**src/logic/jisp_cfg.svh**
```systemverilog
/*
 * jisp_cfg.svh: constants for the test access port and its host.
 * Assumes inclusion by bare name from the package and the testbench.
 */
`ifndef JISP_CFG_SVH
`define JISP_CFG_SVH

// ****************************************
// register lengths
// ****************************************
`define JISP_IR_LEN       10
`define JISP_ID_LEN       32
`define JISP_BSR_LEN      96

// ****************************************
// instruction codes (10 bits)
// ****************************************
`define JISP_OP_EXTEST    10'h000
`define JISP_OP_SAMPLE    10'h055
`define JISP_OP_IDCODE    10'h059
`define JISP_OP_USERCODE  10'h007
`define JISP_OP_BYPASS    10'h3FF
`define JISP_OP_PGM_DONE  10'h2F3
`define JISP_OP_PGM_ENTER 10'h2CC
`define JISP_OP_PGM_EXIT  10'h201

// ****************************************
// identification word fields, values arbitrary
// ****************************************
`define JISP_ID_VERSION   4'h5
`define JISP_ID_PART      16'hA5C3
`define JISP_ID_MAKER     11'h2B5
`define JISP_USERCODE_RST 32'hFFFFFFFF

// ****************************************
// host timing: tck half period in sys clocks
// ****************************************
`define JISP_TCK_HALF_NS  50
`define JISP_CLK_NS       5
`define JISP_TCK_HALF_CYC ((`JISP_TCK_HALF_NS + `JISP_CLK_NS - 1) / `JISP_CLK_NS)

`endif

```
**src/logic/jisp_pkg.sv**
```systemverilog
/*
 * jisp_pkg.sv: types shared by both ends of the test port.
 * Assumes jisp_cfg.svh is on the include path.
 */
`include "jisp_cfg.svh"

package jisp_pkg;

  // tap controller states
  typedef enum logic [3:0] {
    JISP_RESET      = 4'h0,
    JISP_IDLE       = 4'h1,
    JISP_SEL_DR     = 4'h2,
    JISP_CAP_DR     = 4'h3,
    JISP_SHIFT_DR   = 4'h4,
    JISP_EXIT1_DR   = 4'h5,
    JISP_PAUSE_DR   = 4'h6,
    JISP_EXIT2_DR   = 4'h7,
    JISP_UPD_DR     = 4'h8,
    JISP_SEL_IR     = 4'h9,
    JISP_CAP_IR     = 4'hA,
    JISP_SHIFT_IR   = 4'hB,
    JISP_EXIT1_IR   = 4'hC,
    JISP_PAUSE_IR   = 4'hD,
    JISP_EXIT2_IR   = 4'hE,
    JISP_UPD_IR     = 4'hF
  } jisp_tap_t;

  // host command kinds
  typedef enum logic [1:0] {
    JISP_CMD_IR  = 2'h0,
    JISP_CMD_DR  = 2'h1,
    JISP_CMD_RST = 2'h2
  } jisp_cmd_t;

  // tap next-state function, shared by both ends
  function automatic jisp_tap_t jisp_tap_next(input jisp_tap_t s, input logic m);
    jisp_tap_t n;
    n = s;
    unique case (s)
      JISP_RESET:    n = m ? JISP_RESET   : JISP_IDLE;
      JISP_IDLE:     n = m ? JISP_SEL_DR  : JISP_IDLE;
      JISP_SEL_DR:   n = m ? JISP_SEL_IR  : JISP_CAP_DR;
      JISP_CAP_DR:   n = m ? JISP_EXIT1_DR : JISP_SHIFT_DR;
      JISP_SHIFT_DR: n = m ? JISP_EXIT1_DR : JISP_SHIFT_DR;
      JISP_EXIT1_DR: n = m ? JISP_UPD_DR  : JISP_PAUSE_DR;
      JISP_PAUSE_DR: n = m ? JISP_EXIT2_DR : JISP_PAUSE_DR;
      JISP_EXIT2_DR: n = m ? JISP_UPD_DR  : JISP_SHIFT_DR;
      JISP_UPD_DR:   n = m ? JISP_SEL_DR  : JISP_IDLE;
      JISP_SEL_IR:   n = m ? JISP_RESET   : JISP_CAP_IR;
      JISP_CAP_IR:   n = m ? JISP_EXIT1_IR : JISP_SHIFT_IR;
      JISP_SHIFT_IR: n = m ? JISP_EXIT1_IR : JISP_SHIFT_IR;
      JISP_EXIT1_IR: n = m ? JISP_UPD_IR  : JISP_PAUSE_IR;
      JISP_PAUSE_IR: n = m ? JISP_EXIT2_IR : JISP_PAUSE_IR;
      JISP_EXIT2_IR: n = m ? JISP_UPD_IR  : JISP_SHIFT_IR;
      JISP_UPD_IR:   n = m ? JISP_SEL_DR  : JISP_IDLE;
    endcase
    return n;
  endfunction

endpackage

```
**src/logic/jisp_link_if.sv**
```systemverilog
/*
 * jisp_link_if.sv: the four-wire test port between host and device.
 * Assumes the bench drives nothing; the host makes tck, tms and tdi.
 */
`timescale 1ns/100ps

interface jisp_link_if;
  logic tck;
  logic tms;
  logic tdi;
  logic tdo;
  logic tdo_oe;

  // host drives clock, mode and data in; device answers on tdo
  modport host (output tck, output tms, output tdi, input tdo, input tdo_oe);
  modport dev  (input tck, input tms, input tdi, output tdo, output tdo_oe);
endinterface

```
**src/logic/jisp_dev.sv**
```systemverilog
/*
 * jisp_dev.sv: device end of the test access port with boundary scan
 * and in-system programming. Samples tck on clk_sys and acts on its edges.
 * Assumes tck high and low times of many clk_sys periods.
 */
// Operation
// - programming goes only over four-wire port
// - pins float with pull-up while programming
// - host writes completion flag last
// - outputs off until completion flag set; extest drives pins from scan cells regardless
// - sample/preload captures pins, loads pattern
// - extest drives pins from scan cells
// - bypass is one-bit, one tck delay
// - idcode shifts identification word out
// - usercode shifts 32-bit user word out
// - extra programming instructions over port
// - instruction register ten bits long
// - id and user registers 32 bits
// - scan length set by device density
// - id fields version, part, maker, one
// - id lsb is one, shifted first
// - port disabled frees pins as user io
`timescale 1ns/100ps

module jisp_dev
  import jisp_pkg::*;
#(
  parameter int NPIN    = `JISP_BSR_LEN / 3,
  parameter int BSR_LEN = `JISP_BSR_LEN
) (
  input  wire logic            clk_sys,
  input  wire logic            sys_rst,
  jisp_link_if.dev             link,
  input  wire logic            port_enable,
  input  wire logic [NPIN-1:0] core_out,
  input  wire logic [NPIN-1:0] core_oe,
  input  wire logic [NPIN-1:0] pin_in,
  output logic      [NPIN-1:0] pin_out,
  output logic      [NPIN-1:0] pin_oe,
  output logic      [NPIN-1:0] pin_pullup,
  output logic      [NPIN-1:0] core_in,
  output logic                 pgm_active,
  output logic                 programming_complete_flag
);

  // ****************************************
  // link synchronisers and edge detect
  // ****************************************
  logic [1:0] tck_s_ff, tms_s_ff, tdi_s_ff;
  logic       tck_d_ff;
  logic       rise, fall;

  // two flops on every pin; tck edges found on the second stage only
  always_ff @(posedge clk_sys) begin
    if (sys_rst) begin
      tck_s_ff <= 2'h0;
      tms_s_ff <= 2'h3;
      tdi_s_ff <= 2'h3;
      tck_d_ff <= 1'h0;
    end else begin
      tck_s_ff <= {tck_s_ff[0], link.tck};
      tms_s_ff <= {tms_s_ff[0], link.tms};
      tdi_s_ff <= {tdi_s_ff[0], link.tdi};
      tck_d_ff <= tck_s_ff[1];
    end
  end
  assign rise = port_enable & tck_s_ff[1] & ~tck_d_ff;
  assign fall = port_enable & ~tck_s_ff[1] & tck_d_ff;

  // ****************************************
  // tap controller
  // ****************************************
  jisp_tap_t state_ff;

  // standard sequence on rising tck
  always_ff @(posedge clk_sys) begin
    if (sys_rst || !port_enable) begin
      state_ff <= JISP_RESET;
    end else if (rise) begin
      state_ff <= jisp_tap_next(state_ff, tms_s_ff[1]);
    end
  end

  // ****************************************
  // instruction register
  // ****************************************
  logic [`JISP_IR_LEN-1:0] ir_sh_ff, ir_ff;

  // ten-bit shift then update
  always_ff @(posedge clk_sys) begin
    if (sys_rst || state_ff == JISP_RESET) begin
      ir_sh_ff <= '0;
      ir_ff    <= `JISP_OP_IDCODE;
    end else if (rise) begin
      unique case (state_ff)
        JISP_CAP_IR:   ir_sh_ff <= `JISP_IR_LEN'(1);
        JISP_SHIFT_IR: ir_sh_ff <= {tdi_s_ff[1], ir_sh_ff[`JISP_IR_LEN-1:1]};
        JISP_UPD_IR:   ir_ff    <= ir_sh_ff;
        default:       ir_sh_ff <= ir_sh_ff;
      endcase
    end
  end

  logic sel_ext, sel_smp, sel_id, sel_uc, sel_bsr, sel_byp;
  assign sel_ext = (ir_ff == `JISP_OP_EXTEST);
  assign sel_smp = (ir_ff == `JISP_OP_SAMPLE);
  assign sel_id  = (ir_ff == `JISP_OP_IDCODE);
  assign sel_uc  = (ir_ff == `JISP_OP_USERCODE);
  assign sel_bsr = sel_ext | sel_smp;
  // unknown codes fall to bypass, as the standard asks
  assign sel_byp = ~(sel_bsr | sel_id | sel_uc);

  // ****************************************
  // data registers
  // ****************************************
  localparam logic [31:0] ID_WORD = {`JISP_ID_VERSION, `JISP_ID_PART, `JISP_ID_MAKER, 1'b1};
  logic [31:0]        dr32_ff;
  logic               byp_ff;
  logic [BSR_LEN-1:0] bsr_ff, bsr_upd_ff;
  logic               pgm_ff, done_ff;
  logic [31:0]        ucode_ff;
  logic               shift_dr, cap_dr, upd_dr;
  assign shift_dr = rise & (state_ff == JISP_SHIFT_DR);
  assign cap_dr   = rise & (state_ff == JISP_CAP_DR);
  assign upd_dr   = rise & (state_ff == JISP_UPD_DR);

  // id word: lsb one leads out user word
  always_ff @(posedge clk_sys) begin
    if (sys_rst) begin
      dr32_ff <= 32'h0;
    end else if (cap_dr) begin
      dr32_ff <= sel_uc ? ucode_ff : ID_WORD;
    end else if (shift_dr) begin
      dr32_ff <= {tdi_s_ff[1], dr32_ff[31:1]};
    end
  end

  // single-bit bypass, captures zero
  always_ff @(posedge clk_sys) begin
    if (sys_rst) begin
      byp_ff <= 1'h0;
    end else if (cap_dr) begin
      byp_ff <= 1'h0;
    end else if (shift_dr) begin
      byp_ff <= tdi_s_ff[1];
    end
  end

  // per-pin cells: input, output, enable; length by density
  logic [BSR_LEN-1:0] cap_vec;
  genvar g;
  generate
    for (g = 0; g < NPIN; g++) begin : g_cell
      assign cap_vec[3*g]   = pin_in[g];
      assign cap_vec[3*g+1] = core_out[g];
      assign cap_vec[3*g+2] = core_oe[g];
    end
  endgenerate

  // capture pins then load pattern
  always_ff @(posedge clk_sys) begin
    if (sys_rst) begin
      bsr_ff     <= '0;
      bsr_upd_ff <= '0;
    end else if (sel_bsr && cap_dr) begin
      bsr_ff <= cap_vec;
    end else if (sel_bsr && shift_dr) begin
      bsr_ff <= {tdi_s_ff[1], bsr_ff[BSR_LEN-1:1]};
    end else if (sel_bsr && upd_dr) begin
      bsr_upd_ff <= bsr_ff;
    end
  end

  // ****************************************
  // programming instructions
  // ****************************************
  // enter/exit/flag write over the port; enter or a flag write of zero erases the flag
  always_ff @(posedge clk_sys) begin
    if (sys_rst) begin
      pgm_ff   <= 1'h0;
      done_ff  <= 1'h0;
      ucode_ff <= `JISP_USERCODE_RST;
    end else if (rise && state_ff == JISP_UPD_IR) begin
      if (ir_sh_ff == `JISP_OP_PGM_ENTER) begin
        pgm_ff  <= 1'h1;
        done_ff <= 1'h0;
      end else if (ir_sh_ff == `JISP_OP_PGM_EXIT) begin
        pgm_ff <= 1'h0;
      end
    end else if (pgm_ff && upd_dr && ir_ff == `JISP_OP_PGM_DONE) begin
      done_ff <= dr32_ff[0]; // host sends this last
    end else if (pgm_ff && upd_dr && sel_uc) begin
      ucode_ff <= dr32_ff;
    end
  end
  // usercode is written only while programming; it is read in either mode
  assign pgm_active                = pgm_ff;
  assign programming_complete_flag = done_ff;

  // ****************************************
  // pins
  // ****************************************
  // float with pull-up in programming; outside extest no drive until flag set
  generate
    for (g = 0; g < NPIN; g++) begin : g_pin
      always_comb begin
        pin_out[g]    = (sel_ext & ~pgm_ff) ? bsr_upd_ff[3*g+1] : core_out[g];
        pin_oe[g]     = pgm_ff ? 1'b0 :
                        sel_ext ? bsr_upd_ff[3*g+2] : (core_oe[g] & done_ff);
        pin_pullup[g] = pgm_ff;
        core_in[g]    = pin_in[g]; // sampling never disturbs the core
      end
    end
  endgenerate

  // ****************************************
  // tdo on falling tck
  // ****************************************
  logic tdo_ff, tdo_oe_ff, sel_out;
  always_comb begin
    if (state_ff == JISP_SHIFT_IR) begin
      sel_out = ir_sh_ff[0];
    end else if (sel_byp) begin
      sel_out = byp_ff;
    end else if (sel_bsr) begin
      sel_out = bsr_ff[0];
    end else begin
      sel_out = dr32_ff[0];
    end
  end

  // port off releases tdo as user io update on falling edge
  always_ff @(posedge clk_sys) begin
    if (sys_rst || !port_enable) begin
      tdo_ff    <= 1'h0;
      tdo_oe_ff <= 1'h0;
    end else if (fall) begin
      tdo_ff    <= sel_out;
      tdo_oe_ff <= (state_ff == JISP_SHIFT_IR) || (state_ff == JISP_SHIFT_DR);
    end
  end
  assign link.tdo    = tdo_ff;
  assign link.tdo_oe = tdo_oe_ff;

endmodule

```
**src/flat_wrapper.sv**
```systemverilog
// flat-port wrapper written by rule: the top's interface ports become plain ports
module jisp_dev_flat import jisp_pkg::*;
#(
  parameter int NPIN    = `JISP_BSR_LEN / 3,
  parameter int BSR_LEN = `JISP_BSR_LEN
)
  (clk_sys, sys_rst, port_enable, core_out, core_oe, pin_in, pin_out, pin_oe, pin_pullup, core_in, pgm_active, programming_complete_flag, link_tck, link_tms, link_tdi, link_tdo, link_tdo_oe);
  jisp_link_if link_i ();
  input  wire logic clk_sys;
  input  wire logic sys_rst;
  input  wire logic port_enable;
  input  wire logic [NPIN-1:0] core_out;
  input  wire logic [NPIN-1:0] core_oe;
  input  wire logic [NPIN-1:0] pin_in;
  output logic      [NPIN-1:0] pin_out;
  output logic      [NPIN-1:0] pin_oe;
  output logic      [NPIN-1:0] pin_pullup;
  output logic      [NPIN-1:0] core_in;
  output logic pgm_active;
  output logic programming_complete_flag;
  input wire logic [$bits(link_i.tck)-1:0] link_tck;
  input wire logic [$bits(link_i.tms)-1:0] link_tms;
  input wire logic [$bits(link_i.tdi)-1:0] link_tdi;
  output wire logic [$bits(link_i.tdo)-1:0] link_tdo;
  output wire logic [$bits(link_i.tdo_oe)-1:0] link_tdo_oe;
  assign link_i.tck = link_tck;
  assign link_i.tms = link_tms;
  assign link_i.tdi = link_tdi;
  assign link_tdo = link_i.tdo;
  assign link_tdo_oe = link_i.tdo_oe;
  jisp_dev #(.NPIN(NPIN), .BSR_LEN(BSR_LEN)) u_core (.clk_sys(clk_sys), .sys_rst(sys_rst), .link(link_i), .port_enable(port_enable), .core_out(core_out), .core_oe(core_oe), .pin_in(pin_in), .pin_out(pin_out), .pin_oe(pin_oe), .pin_pullup(pin_pullup), .core_in(core_in), .pgm_active(pgm_active), .programming_complete_flag(programming_complete_flag));
endmodule
```
**config.mk**
```make
export PLATFORM = sky130hd
export DESIGN_NAME = jisp_dev_flat
export DESIGN_NICKNAME = d
export VERILOG_FILES = /design/src/logic/jisp_pkg.sv /design/src/logic/jisp_link_if.sv /design/src/logic/jisp_dev.sv /design/src/flat_wrapper.sv
export VERILOG_INCLUDE_DIRS = /design/src /design/src/logic
export SDC_FILE = /design/constraint.sdc
export NUM_CORES = 1
export LEC_CHECK = 0
export ABC_CLOCK_PERIOD_IN_PS = 2360
export BUFFER_PORTS_ARGS = -buffer_cell sky130_fd_sc_hd__buf_2
export CAP_MARGIN = 15
export CORE_MARGIN = 1.5
export CORE_UTILIZATION = 45
export DETAILED_ROUTE_END_ITERATION = 10
export PLACE_DENSITY = 0.67
export SLEW_MARGIN = 20
export SYNTH_ARGS = -nofsm -noshare
export SYNTH_HDL_FRONTEND = slang
export SYNTH_SLANG_ARGS = --single-unit
```
**constraint.sdc**
```tcl
create_clock -name clk_sys -period 2.36 [get_ports clk_sys]
set_input_delay 0.472 -clock clk_sys [delete_from_list [all_inputs] [get_ports clk_sys]]
set_output_delay 0.472 -clock clk_sys [all_outputs]
set_load 0.02 [all_outputs]
```
== Word-level counts from Yosys, hierarchy flattened ==
Index checks and enable logic that the tools add are counted.
Word-level totals
  bits in registers: 292
  word-level logic and storage cells: 239
  output and inout bits: 132
  input port bits: 102
Cells by class
  bitwise operators: 50
  mux-type cells: 123
  equality and inequality tests: 22
  reduce and logical (&&, ||, !) cells: 28
Operator list (number)
  2-to-1 mux 96 bit: 2
  2-to-1 mux 1 bit: 107
  2-to-1 mux 32 bit: 3
  one-hot mux 4 bit (12 select lines): 1
  AND 1 bit: 40
  equality test 4 bit (second input constant): 8
  equality test 10 bit (second input constant): 3
  equality test 10 x 7 -> 1 bit (second input constant): 2
  one-hot mux 10 bit (2 select lines): 1
  equality test 4 x 3 -> 1 bit (second input constant): 4
  2-to-1 mux 4 bit: 4
  equality test 10 x 3 -> 1 bit (second input constant): 1
  logical NOT 10 bit: 1
  nonzero test 2 bit: 5
  equality test 4 x 2 -> 1 bit (second input constant): 2
  AND reduction 2 bit: 4
  logical AND 1 bit: 7
  inverter 1 bit: 7
  2-to-1 mux 2 bit: 3
  2-to-1 mux 3 bit: 2
  AND reduction 3 bit: 2
  OR reduction 2 bit: 3
  equality test 4 x 1 -> 1 bit (second input constant): 1
  logical NOT 4 bit: 1
  5 further kinds: 9

== Longest topological paths before layout ==
Gate-level depths: netlist of run 1.
  word-level depth: 7
  mapped depth: 9
  mapped depth without buffers: 5

== Worst setup path before layout of run 1 ==
OpenSTA, ideal clock, no wires.
  kind: register to output
  from: register u_core.pgm_ff, in the netlist u_core.pgm_active
  to: output pin_oe[0]
  data required time: 1888 ps
  arrival time: 1833 ps
  cell stages (with the launch flop): 5
  path buffers: 2
  slack: 55 ps
  path through: dfxtp_1 -> and3b_1 -> clkbuf_1 -> clkbuf_1 -> a22o_1
On the way
  cells in the longest elaborated chain, start to end: 1
Ends and longest elaborated chain
  from (decl): line jisp_dev.sv:120  | logic pgm_ff, done_ff;
  from (signal assigned): line jisp_dev.sv:180  | pgm_ff <= 1'h0;
  from (signal assigned): line jisp_dev.sv:185  | pgm_ff <= 1'h1;
  from (signal assigned): line jisp_dev.sv:188  | pgm_ff <= 1'h0;
  2-to-1 mux 1 bit: line jisp_dev.sv:208  | pin_oe[g] = pgm_ff ? 1'b0 :
  to (decl): line flat_wrapper.sv:16  | output logic [NPIN-1:0] pin_oe;
Every way passes these cells.

== Worst setup path in the final report of run 1 ==
  from: register u_core.ir_ff[7]
  to: output pin_out[11]
On the way
  cells in the longest elaborated chain, start to end: 3
Ends and longest elaborated chain
  from (decl): line jisp_dev.sv:87  | logic [`JISP_IR_LEN-1:0] ir_sh_ff, ir_ff;
  from (signal assigned): line jisp_dev.sv:93  | ir_ff <= `JISP_OP_IDCODE;
  from (signal assigned): line jisp_dev.sv:98  | JISP_UPD_IR: ir_ff <= ir_sh_ff;
  logical NOT 10 bit (no line)
  AND 1 bit: line jisp_dev.sv:207  | pin_out[g] = (sel_ext & ~pgm_ff) ? bsr_upd_ff[3*g+1] : core_out[g];
  2-to-1 mux 1 bit: line jisp_dev.sv:207
  to (decl): line flat_wrapper.sv:15  | output logic [NPIN-1:0] pin_out;
Every way passes these cells.

==> impl_results.md, run 1 <==
* Status: finished, violations left
* Failing checks: negative setup slack
* Synth Area in Compound Gates at approximately a fifth
* Grt ovf at 0
* Worst skew pair latency at ~0.55 ns
* Synthesis warning total at 0
* ANT nets after route at 0
* Min-delay src: link_tms
* Post-Synth Simple-Gate Area at between 20% and 30%
* Synth cell types at 56
* Pins Over Slew Limit at 0
* Worst EP required at 1.89 ns
* Final setup vio count at 64
* Max incr delay on CP at roughly 0.33 ns
* Layout Nets at 1,704
* FF+latch area at about 5200 um2
* Row cnt at 59
* Area growth syn-to-layout at 21.57%
* Main synth FF type: dfxtp_1
* Hold endpoint: u_core.tms_s_ff[0]
* DP Worst Slack at approximately 0.084 ns
* Hold slack at about 0.11 ns
* Number of port buffers at about 230
* Final setup margin at -0.3977 ns
* Max cap viols at 0
* Clock transition at the registers of the reported paths at ~0.06 ns
* RSZ-0062 raised after global routing: yes
* Layout Skew at roughly 0.011 ns
* Post-synth top area cell: dfxtp_1
* Max IR drop VDD at approximately 0.42 mV
* CP Cell Sequence: nor4_4, nand3_2, nor2_4, buf_12, clkbuf_16, mux2_4, buf_6
* I/O pin total at between 200 and 250
* Vias in the first global route at around 9,500
* GRT Overall Usage at 21.54%
* Initial Util at between 40% and 50%
* Post-Synth Adder-Cell Area at 0%
* Worst-margin pin slew at roughly 0.55 ns
* Pin count of the biggest net entering global routing at 114
* Yosys reg bits at 260
* Reg2reg path depth at 8
* Asr flop ratio synth at 0%
* Largest family of logic cells by synthesized area: simple AND/OR/NAND/NOR gates
* First-pass iteration count of the detailed router at 5
* Critical path's slowest cell: dfxtp_2
* Crit end category: output pin
* Cts-stage hold buffer count at 0
* RePlAce Congestion at 0.8293
* Die width at roughly 170 um
* Syn Nets at roughly 1,600
* Die area at around 27,000 um2
* Bufs and invs on worst path at 3
* Tmin final at between 2 and 3 ns
* Top-count cell post-synth: nand2_1
* H-tree depth at 1
* Die Span Y at approximately 170 um
* Hold path cells at 2
* Final Hold Viols at 0
* Worst r2r src: u_core.ir_ff[7]
* Core box area at 25,910 um2
* Root Buffer: clkbuf_16
* Initial antenna violation count at 0
* Cells after synthesis at between 1,000 and 1,500
* WL per Instance at between 15 and 20 um
* CTS tree: yes
* Number of synthesized flops with an enable pin at 0
* Mapped Area at about 12,000 um2
* Post-Syn Area per Cell at ~8.1 um2
* # diodes at 0
* Dominant cells by area after synthesis: dfxtp_1 (44%), nand2_1 (12%), a311oi_1 (6.4%), nor2_1 (5.4%), buf_4 (5.0%)
* Mux cell area share after synthesis at ~3.2%
* Final period util at 116.9%
* Reg2Reg Setup Slack at 0.19 ns
* Commonest cells post-synth: nand2_1 (377), dfxtp_1 (260), nor2_1 (169), a21oi_1 (114), a311oi_1 (87)
* CTS Sinks at 260
* Slew HR at a little over three fifths
* Placed wire-length estimate at 19,080 um
* First-pass GRT wire length at about 48,000 um
* Post-Synth XOR/XNOR Area at less than 1%
* Avg Vias per Cell at ~5.5
* CP delay by family, top: simple AND/OR/NAND/NOR gates
* Total CTS buffers at 27
* Iteration-0 DRC Markers at 887
* HP Class: in2reg
* Cell leakage power at 5.057 nW
* Final WL at 31,610 um
* Synth top area share at 44.04%
* Worst Path Max Fanout at 6
* Kind of critical path: reg2out
* Pwr Density at between 600 and 700 nW/um2
* Max Freq at 362.6 MHz
* Area of the multi-input gates at approximately 5700 um2
* Critical Path Start Type: flop
* Via count at approximately 11,000
* Filler instances at approximately 2,400
* Seq/Total Area, Yosys at 44.04%
* Worst EP arrival at between 2 and 2.5 ns
* Share of cells above drive strength 1 at between 20% and 30%
* Bufs on Longest Clock Path at 3
* FF-to-FF End: u_core.bsr_ff[50]
* DRC at 0
==> flip-flops by register name, indices dropped and copies added, names as in the netlist <==
| signal | flops |
|---|---|
| u_core.bsr_ff | 96 |
| u_core.bsr_upd_ff | 64 |
| u_core.dr32_ff | 32 |
| u_core.ucode_ff | 32 |
| u_core.ir_ff | 10 |
| u_core.ir_sh_ff | 10 |
| u_core.state_ff | 4 |
| u_core.tck_s_ff | 2 |
| u_core.tdi_s_ff | 2 |
| u_core.tms_s_ff | 2 |
| u_core.byp_ff | 1 |
| u_core.link.tdo | 1 |
| u_core.link.tdo_oe | 1 |
| u_core.pgm_active | 1 |
| u_core.programming_complete_flag | 1 |
| u_core.tck_d_ff | 1 |
==> metrics by stage <==
stage	total power, mW	instance area, um2	util, %	TNS [ns]	std cells
floorplan	4.724	11820	-	0	1468
global placement	4.888	12970	50.05	0	1895
detailed placement	4.886	12970	50.05	0	1895
CTS	9.318	14020	54.11	-23.87	1953
global route	9.583	14370	55.46	-27.31	1958
finish	9.273	14370	55.46	-22.58	1958
==> worst max-delay path by stage <==
stage               cells after the start  slack (ns)               from           to
detailed placement                      6        0.08    u_core.ir_ff[6]  pin_out[10]
CTS                                     7       -0.43    u_core.ir_ff[6]  pin_out[21]
floorplan                               4        0.06  u_core.pgm_active    pin_oe[0]
finish                                  7       -0.40    u_core.ir_ff[7]  pin_out[11]
global route                            7       -0.47    u_core.ir_ff[7]   pin_out[9]
global placement                        6        0.11    u_core.ir_ff[6]  pin_out[10]
==> timing repair <==
action / 4_1_cts / 5_1_grt
gates resized for setup: 8 / 85
pin swaps: 2 / 4
cloned: 1 / 3
endpoints found under the setup margin: 64 / 64
setup buffers: 7 / 3
==> kinds of logic (layout without fill, tap and decap cells) <==
| logic type | after synthesis | in the layout |
|---|---|---|
| mux | 34 | 34 |
| xor+xnor | 2 | 2 |
| compound gates | 319 | 319 |
| simple gates | 664 | 664 |
| buf+inv | 189 | 344 |
| flops | 260 | 260 |
==> final cells by class <==
class                      count  area share (%)
multi-input combinational   1019           39.85
inverter                       4          0.1045
timing repair buffer         290           14.33
clock inverter                 8          0.7575
sequential                   260           36.25
tap                          335           2.917
clock buffer                  42           5.790
==> cell usage in the layout (no fill, tap or decap), types with 3 or more instances in the layout <==
master     count
a311oi_2      10
clkbuf_1       5
nand3_1       17
a22o_1        32
a211o_1       32
buf_2        203
a21oi_1      114
nand2b_1       3
nand4_1        8
clkinv_2       4
buf_6         24
dfxtp_1      257
nand2_1      377
buf_12        19
clkbuf_8      10
and3b_1        3
buf_4         40
nor4_1        14
or2_2          7
inv_1          4
clkbuf_16     29
nor2b_1       40
nor2_1       169
mux2_2         8
a311oi_1      87
o21ai_0       20
dfxtp_2        3
mux2_4        24
==> power breakdown <==
group          internal [mW]  switching [mW]
clock                   2.65            1.79
combinational          0.180           0.253
sequential              4.39         0.00663
==> layer usage <==
metal	global-route usage, %	up-vias	wire length (um)
li1	-	5274	-
met1	29.31	5104	14380
met2	35.32	372	14660
met3	2.847	47	1875
met4	6.880	0	700
met5	0	-	0
No activity file was read; power rests on OpenSTA's default activity.
==> inputs of run 2 (changes only) <==
- CORE_ASPECT_RATIO: default -> 0.7
==> impl_results.md, run 2 (same netlist as run 1, synthesis figures left out) <==
* Vias in the first global route at 9,683 (was 9,457)
* Cts-stage hold buffer count at 0 (unchanged)
* Total CTS buffers at 27 (unchanged)
* Final setup vio count at 64 (unchanged)
* Most frequent cells in the layout: nand2_1 (377), dfxtp_1 (258), buf_2 (228) (was nand2_1 (377), dfxtp_1 (257), buf_2 (203))
* Finished Cell Area at 14,170 um2 (was 14,370 um2)
* DP Area at 13,020 um2 (was 12,970 um2)
* Largest Register: u_core.bsr_ff (unchanged)
* H-tree depth at 1 (unchanged)
* Worst skew pair latency at 0.54 ns (was 0.55 ns)
* Max Freq at 359.4 MHz (was 362.6 MHz)
* Via count at 10,790 (was 10,800)
* WL per Instance at 16.53 um (was 16.15 um)
* Pins Over Slew Limit at 0 (unchanged)
* Sequential share of power at 47.8% (was 47.5%)
* HP Class: in2reg (unchanged)
* Failing checks: negative setup slack (unchanged)
* Number of port buffers at 233 (unchanged)
* First-pass iteration count of the detailed router at 5 (unchanged)
* Die width at 196.7 um (was 165.1 um)
* Root Buffer: clkbuf_16 (unchanged)
* Worst EP required at 1.89 ns (about the same)
* Clock transition at the registers of the reported paths at 0.06 ns (about the same)
* DRC at 0 (unchanged)
* Hold slack at 0.1267 ns (was 0.1135 ns)
* Slew HR at 60.93% (was 63.28%)
* Critical Path Start Type: flop (unchanged)
* Area growth syn-to-layout at 19.91% (was 21.57%)
* CP Cell Sequence: nor4_4, nand3_2, nor2_4, buf_4, buf_16, mux2_2, buf_2 (was nor4_4, nand3_2, nor2_4, buf_12, clkbuf_16, mux2_4, buf_6)
* Gate power share at 4.2% (was 4.7%)
* Die area at 27,260 um2 (was 27,250 um2)
* Crit end category: output pin (unchanged)
* Status: finished, violations left (unchanged)
* Iteration-0 DRC Markers at 878 (was 887)
* Kind of critical path: reg2out (unchanged)
* Max incr delay on CP at 0.35 ns (was 0.33 ns)
* Top Registers: u_core.bsr_ff x96, u_core.bsr_upd_ff x64 (unchanged)
* CTS Sinks at 260 (unchanged)
* Initial Util at 45.90% (was 45.62%)
* Sw power at 2.020 mW (was 2.047 mW)
* Core box area at 25,750 um2 (was 25,910 um2)
* Number of flip-flops in the largest register at 96 (unchanged)
* DP Worst Slack at 0.02428 ns (was 0.08422 ns)
* Reg2reg path depth at 7 (was 8)
* Initial antenna violation count at 1 (was 0)
* Inst Count DP at 1,897 (was 1,895)
* RePlAce Congestion at 0.8652 (was 0.8293)
* Layout Skew at 0.01426 ns (was 0.01067 ns)
* Cell leakage power at 4.942 nW (was 5.057 nW)
* Row cnt at 49 (was 59)
* Filler instances at 2,370 (was 2,362)
* GRT Overall Usage at 22.75% (was 21.54%)
* Critical path's slowest cell: dfxtp_2 (unchanged)
* Max cap viols at 0 (unchanged)
* TNS Setup at -23.53 ns (was -22.58 ns)
* Share of cells above drive strength 1 at 24.97% (was 24.83%)
* Pin count of the biggest net entering global routing at 90 (was 114)
* First-pass GRT wire length at 51,440 um (was 47,860 um)
* Pwr Density at 649.5 nW/um2 (was 645.3 nW/um2)
* I/O pin total at 234 (unchanged)
* Max IR drop VDD at 0.5781 mV (was 0.4185 mV)
* Internal power at 7.187 mW (was 7.226 mW)
* Clock share of power at 48.0% (was 47.9%)
* Bufs on Longest Clock Path at 3 (unchanged)
* Grt ovf at 0 (unchanged)
* ANT nets after route at 0 (unchanged)
* Worst EP arrival at 2.31 ns (was 2.29 ns)
* Tmin final at 2.783 ns (was 2.758 ns)
* Final setup margin at -0.4226 ns (was -0.3977 ns)
* Placed wire-length estimate at 20,460 um (was 19,080 um)
* RSZ-0062 raised after global routing: yes (unchanged)
* Worst Path Max Fanout at 11 (was 6)
* Layout Nets at 1,709 (was 1,704)
* Hold path cells at 2 (unchanged)
* Finished Layout Cells at 1,958 (unchanged)
* Final Hold Viols at 0 (unchanged)
* Final WL at 32,370 um (was 31,610 um)
* Worst-margin pin slew at 0.5861 ns (was 0.5487 ns)
* Die Span Y at 138.6 um (was 165.1 um)
* Switching part of the total at 21.94% (was 22.08%)
* Most common cell after layout, fill and taps aside: nand2_1 (unchanged)
* Final period util at 117.9% (was 116.9%)
* CTS tree: yes (unchanged)
* Avg Vias per Cell at 5.512 (was 5.514)
-- run 2: worst max-delay path, delay by kind of cell, from the launching register on --
kind	cells	cell delay [ns]
buffers and inverters	3	0.51
DFF	1	0.35
muxes	1	0.33
and+or+nand+nor	3	0.57
-- run 2: metal layers --
| layer | share of wire, % | global-route usage [%] |
|---|---|---|
| met4 | 2.2 | 5.826 |
| met3 | 6.1 | 3.113 |
| met5 | 0 | 0 |
| met2 | 43 | 34.29 |
| met1 | 49 | 34.12 |
-- run 2: per-stage QoR --
stage                     util, %  power [mW]
after floorplan                 -       4.724
after global placement      50.56       4.883
after detailed placement    50.56       4.884
after CTS                   54.72       9.276
after global routing        55.03       9.487
final                       55.04       9.206
-- run 2: power groups by stage --
stage | clock network [mW] | logic (mW) | registers, mW
2_1_floorplan | 0 | 0.230 | 4.49
3_3_place_gp | 0 | 0.386 | 4.50
3_5_place_dp | 0 | 0.387 | 4.50
4_1_cts | 4.49 | 0.389 | 4.40
5_1_grt | 4.67 | 0.415 | 4.40
6_report | 4.42 | 0.389 | 4.40
-- run 2: worst paths after layout --
check	start	to	slack, ns
hold reg to reg	u_core.tdi_s_ff[0]	u_core.tdi_s_ff[1]	0.40
setup reg to reg	u_core.ir_ff[2]	u_core.bsr_upd_ff[44]	0.18
setup / recovery	u_core.ir_ff[5]	pin_out[11]	-0.42
hold / removal	link_tdi	u_core.tdi_s_ff[0]	0.13
-- run 2: cell type report --
type                            count  area [um2]  area share [%]
Timing Repair Buffer              295        1976           13.94
Inverter                            4       15.01          0.1059
Antenna cell                        1       2.502         0.01766
Sequential cell                   260        5207           36.74
Clock buffer                       39       790.8           5.579
Tap cell                          331       414.1           2.922
Multi-Input combinational cell   1019        5638           39.78
Clock inverter                      9       130.1          0.9181
-- run 2: timing repair --
action	in CTS	in global routing
cloned	3	1
gates resized for setup	11	6
hold endpoints to repair	0	0
setup buffers	5	4
setup endpoints to repair	64	64
pin swaps	4	2
==> inputs of run 3 (changes only) <==
- REMOVE_ABC_BUFFERS: default -> 1
==> impl_results.md, run 3 (same netlist as run 1, synthesis figures left out) <==
* Worst EP required at 1.89 ns (about the same)
* Status: finished, violations left (unchanged)
* Total CTS buffers at 26 (was 27)
* Pins Over Slew Limit at 0 (unchanged)
* Most frequent cells in the layout: nand2_1 (377), dfxtp_1 (257), buf_2 (199) (was nand2_1 (377), dfxtp_1 (258), buf_2 (228))
* Worst EP arrival at 2.28 ns (was 2.31 ns)
* Worst r2r src: u_core.ir_ff[3] (was u_core.ir_ff[2])
* DRC at 0 (unchanged)
* Worst skew pair latency at 0.52 ns (was 0.54 ns)
* Pwr Density at 618.9 nW/um2 (was 649.5 nW/um2)
* Max IR drop VDD at 0.4503 mV (was 0.5781 mV)
* Crit end category: output pin (unchanged)
* Die Span Y at 138.6 um (unchanged)
* Tmin final at 2.754 ns (was 2.783 ns)
* Final setup margin at -0.3936 ns (was -0.4226 ns)
* Bufs on Longest Clock Path at 3 (unchanged)
* Number of port buffers at 233 (unchanged)
* Clock transition at the registers of the reported paths at 0.06 ns (about the same)
* Root Buffer: clkbuf_16 (unchanged)
* Final Hold Viols at 0 (unchanged)
* H-tree depth at 1 (unchanged)
* Slew HR at 61.65% (was 60.93%)
* Die area at 27,260 um2 (unchanged)
* Final WL at 33,230 um (was 32,370 um)
* HP Class: in2reg (unchanged)
* Initial antenna violation count at 0 (was 1)
* Max cap viols at 0 (unchanged)
* Area growth syn-to-layout at 22.30% (was 19.91%)
* Worst Path Max Fanout at 5 (was 11)
* WL per Instance at 16.94 um (was 16.53 um)
* RSZ-0062 raised after global routing: yes (unchanged)
* Failing checks: negative setup slack (unchanged)
* Hold path cells at 2 (unchanged)
* Via count at 10,860 (was 10,790)
* First-pass GRT wire length at 52,050 um (was 51,440 um)
* Vias in the first global route at 9,800 (was 9,683)
* Most common cell after layout, fill and taps aside: nand2_1 (unchanged)
* Layout Nets at 1,714 (was 1,709)
* Min-delay src: link_tms (was link_tdi)
* Iteration-0 DRC Markers at 832 (was 878)
* Worst-margin pin slew at 0.5732 ns (was 0.5861 ns)
* FF-to-FF End: u_core.bsr_ff[23] (was u_core.bsr_upd_ff[44])
* Placed wire-length estimate at 19,300 um (was 20,460 um)
* Share of cells above drive strength 1 at 25.21% (was 24.97%)
* Cts-stage hold buffer count at 0 (unchanged)
* # diodes at 0 (was 1)
* Max Freq at 363.2 MHz (was 359.4 MHz)
* Cell leakage power at 5.058 nW (was 4.942 nW)
* Initial Util at 45.90% (unchanged)
* Pin count of the biggest net entering global routing at 126 (was 90)
* RePlAce Congestion at 0.8406 (was 0.8652)
* Hold slack at 0.1379 ns (was 0.1267 ns)
* CTS Sinks at 260 (unchanged)
* Filler instances at 2,317 (was 2,370)
* Hold endpoint: u_core.tms_s_ff[0] (was u_core.tdi_s_ff[0])
* Final period util at 116.7% (was 117.9%)
* GRT Overall Usage at 23.10% (was 22.75%)
* I/O pin total at 234 (unchanged)
* Top Registers: u_core.bsr_ff x96, u_core.bsr_upd_ff x64 (unchanged)
* Die width at 196.7 um (unchanged)
* CTS tree: yes (unchanged)
* First-pass iteration count of the detailed router at 5 (unchanged)
* Finished Cell Area at 14,460 um2 (was 14,170 um2)
* Core box area at 25,750 um2 (unchanged)
* Avg Vias per Cell at 5.537 (was 5.512)
* DP Area at 13,030 um2 (was 13,020 um2)
* ANT nets after route at 0 (unchanged)
* TNS Setup at -22.32 ns (was -23.53 ns)
* Final setup vio count at 64 (unchanged)
* Critical Path Start Type: flop (unchanged)
* Number of flip-flops in the largest register at 96 (unchanged)
* Grt ovf at 0 (unchanged)
* Row cnt at 49 (unchanged)
* Layout Skew at 0.01184 ns (was 0.01426 ns)
* Reg2Reg Setup Slack at 0.20 ns (was 0.18 ns)
* Kind of critical path: reg2out (unchanged)
* Largest Register: u_core.bsr_ff (unchanged)
* Reg2reg path depth at 8 (was 7)
## run 3: cell count changes in the layout (fill, tap and decap cells not counted), moves of 3 or more
cell,delta
buf_4,+6
buf_6,+24
clkbuf_16,+3
mux2_4,+15
clkbuf_1,+4
mux2_2,-15
buf_2,-29
## run 3: worst max-delay path by stage
stage,from,slack [ns],endpoint,cells past startpoint
5_1_grt,u_core.ir_ff[6],-0.48,pin_out[30],7
4_1_cts,u_core.ir_ff[5],-0.47,pin_out[29],7
2_1_floorplan,u_core.pgm_active,-5.74,pin_out[0],2
3_5_place_dp,u_core.ir_ff[6],0.07,pin_out[31],6
6_report,u_core.ir_ff[6],-0.39,pin_out[31],7
3_3_place_gp,u_core.ir_ff[0],0.12,pin_out[31],6
## run 3: critical path, stage by stage, from the launching register on
cell	delay, ns
dfxtp_2	0.34
nor4_4	0.30
nand3_2	0.14
nor2_4	0.17
buf_8	0.17
clkbuf_16	0.18
mux2_4	0.32
buf_6	0.13
## run 3: repair_timing
item | 4_1_cts | 5_1_grt
pin swaps | 5 | 6
gates resized for setup | 46 | 47
endpoints found under the setup margin | 64 | 65
buffers inserted | 6 | 2
cloned | 4 | 5
## run 3: through the flow
stage	std cells	worst slack, ns	util [%]	total power, mW
after floorplan	1283	-5.740	-	4.589
after global placement	1900	0.1227	50.60	4.882
after detailed placement	1900	0.07402	50.60	4.881
after CTS	1955	-0.4730	55.17	9.001
after global routing	1961	-0.4788	56.14	9.234
final	1961	-0.3936	56.14	8.947
## run 3: report_power, final
part           total, mW  internal, mW  switching, mW
clock               4.13          2.43           1.70
sequential          4.40          4.39        0.00594
combinational      0.413         0.166          0.248
## run 3: final cells by class
| class | instances | area [um2] | share of cell area (%) |
|---|---|---|---|
| Sequential cell | 260 | 5209 | 36.03 |
| Clock inverter | 3 | 46.29 | 0.3202 |
| Timing Repair Buffer | 301 | 2253 | 15.59 |
| Clock buffer | 43 | 805.8 | 5.574 |
| Inverter | 4 | 15.01 | 0.1039 |
| Multi-Input combinational cell | 1019 | 5713 | 39.52 |
| Tap cell | 331 | 414.1 | 2.865 |
## run 3: layer usage
layer	GRT usage [%]	share of wire, %	up-vias
met2	35.67	43	398
met3	2.699	6.6	39
met1	34.79	48	5120
met4	4.419	1.7	0
li1	-	-	5301
met5	0	0	-
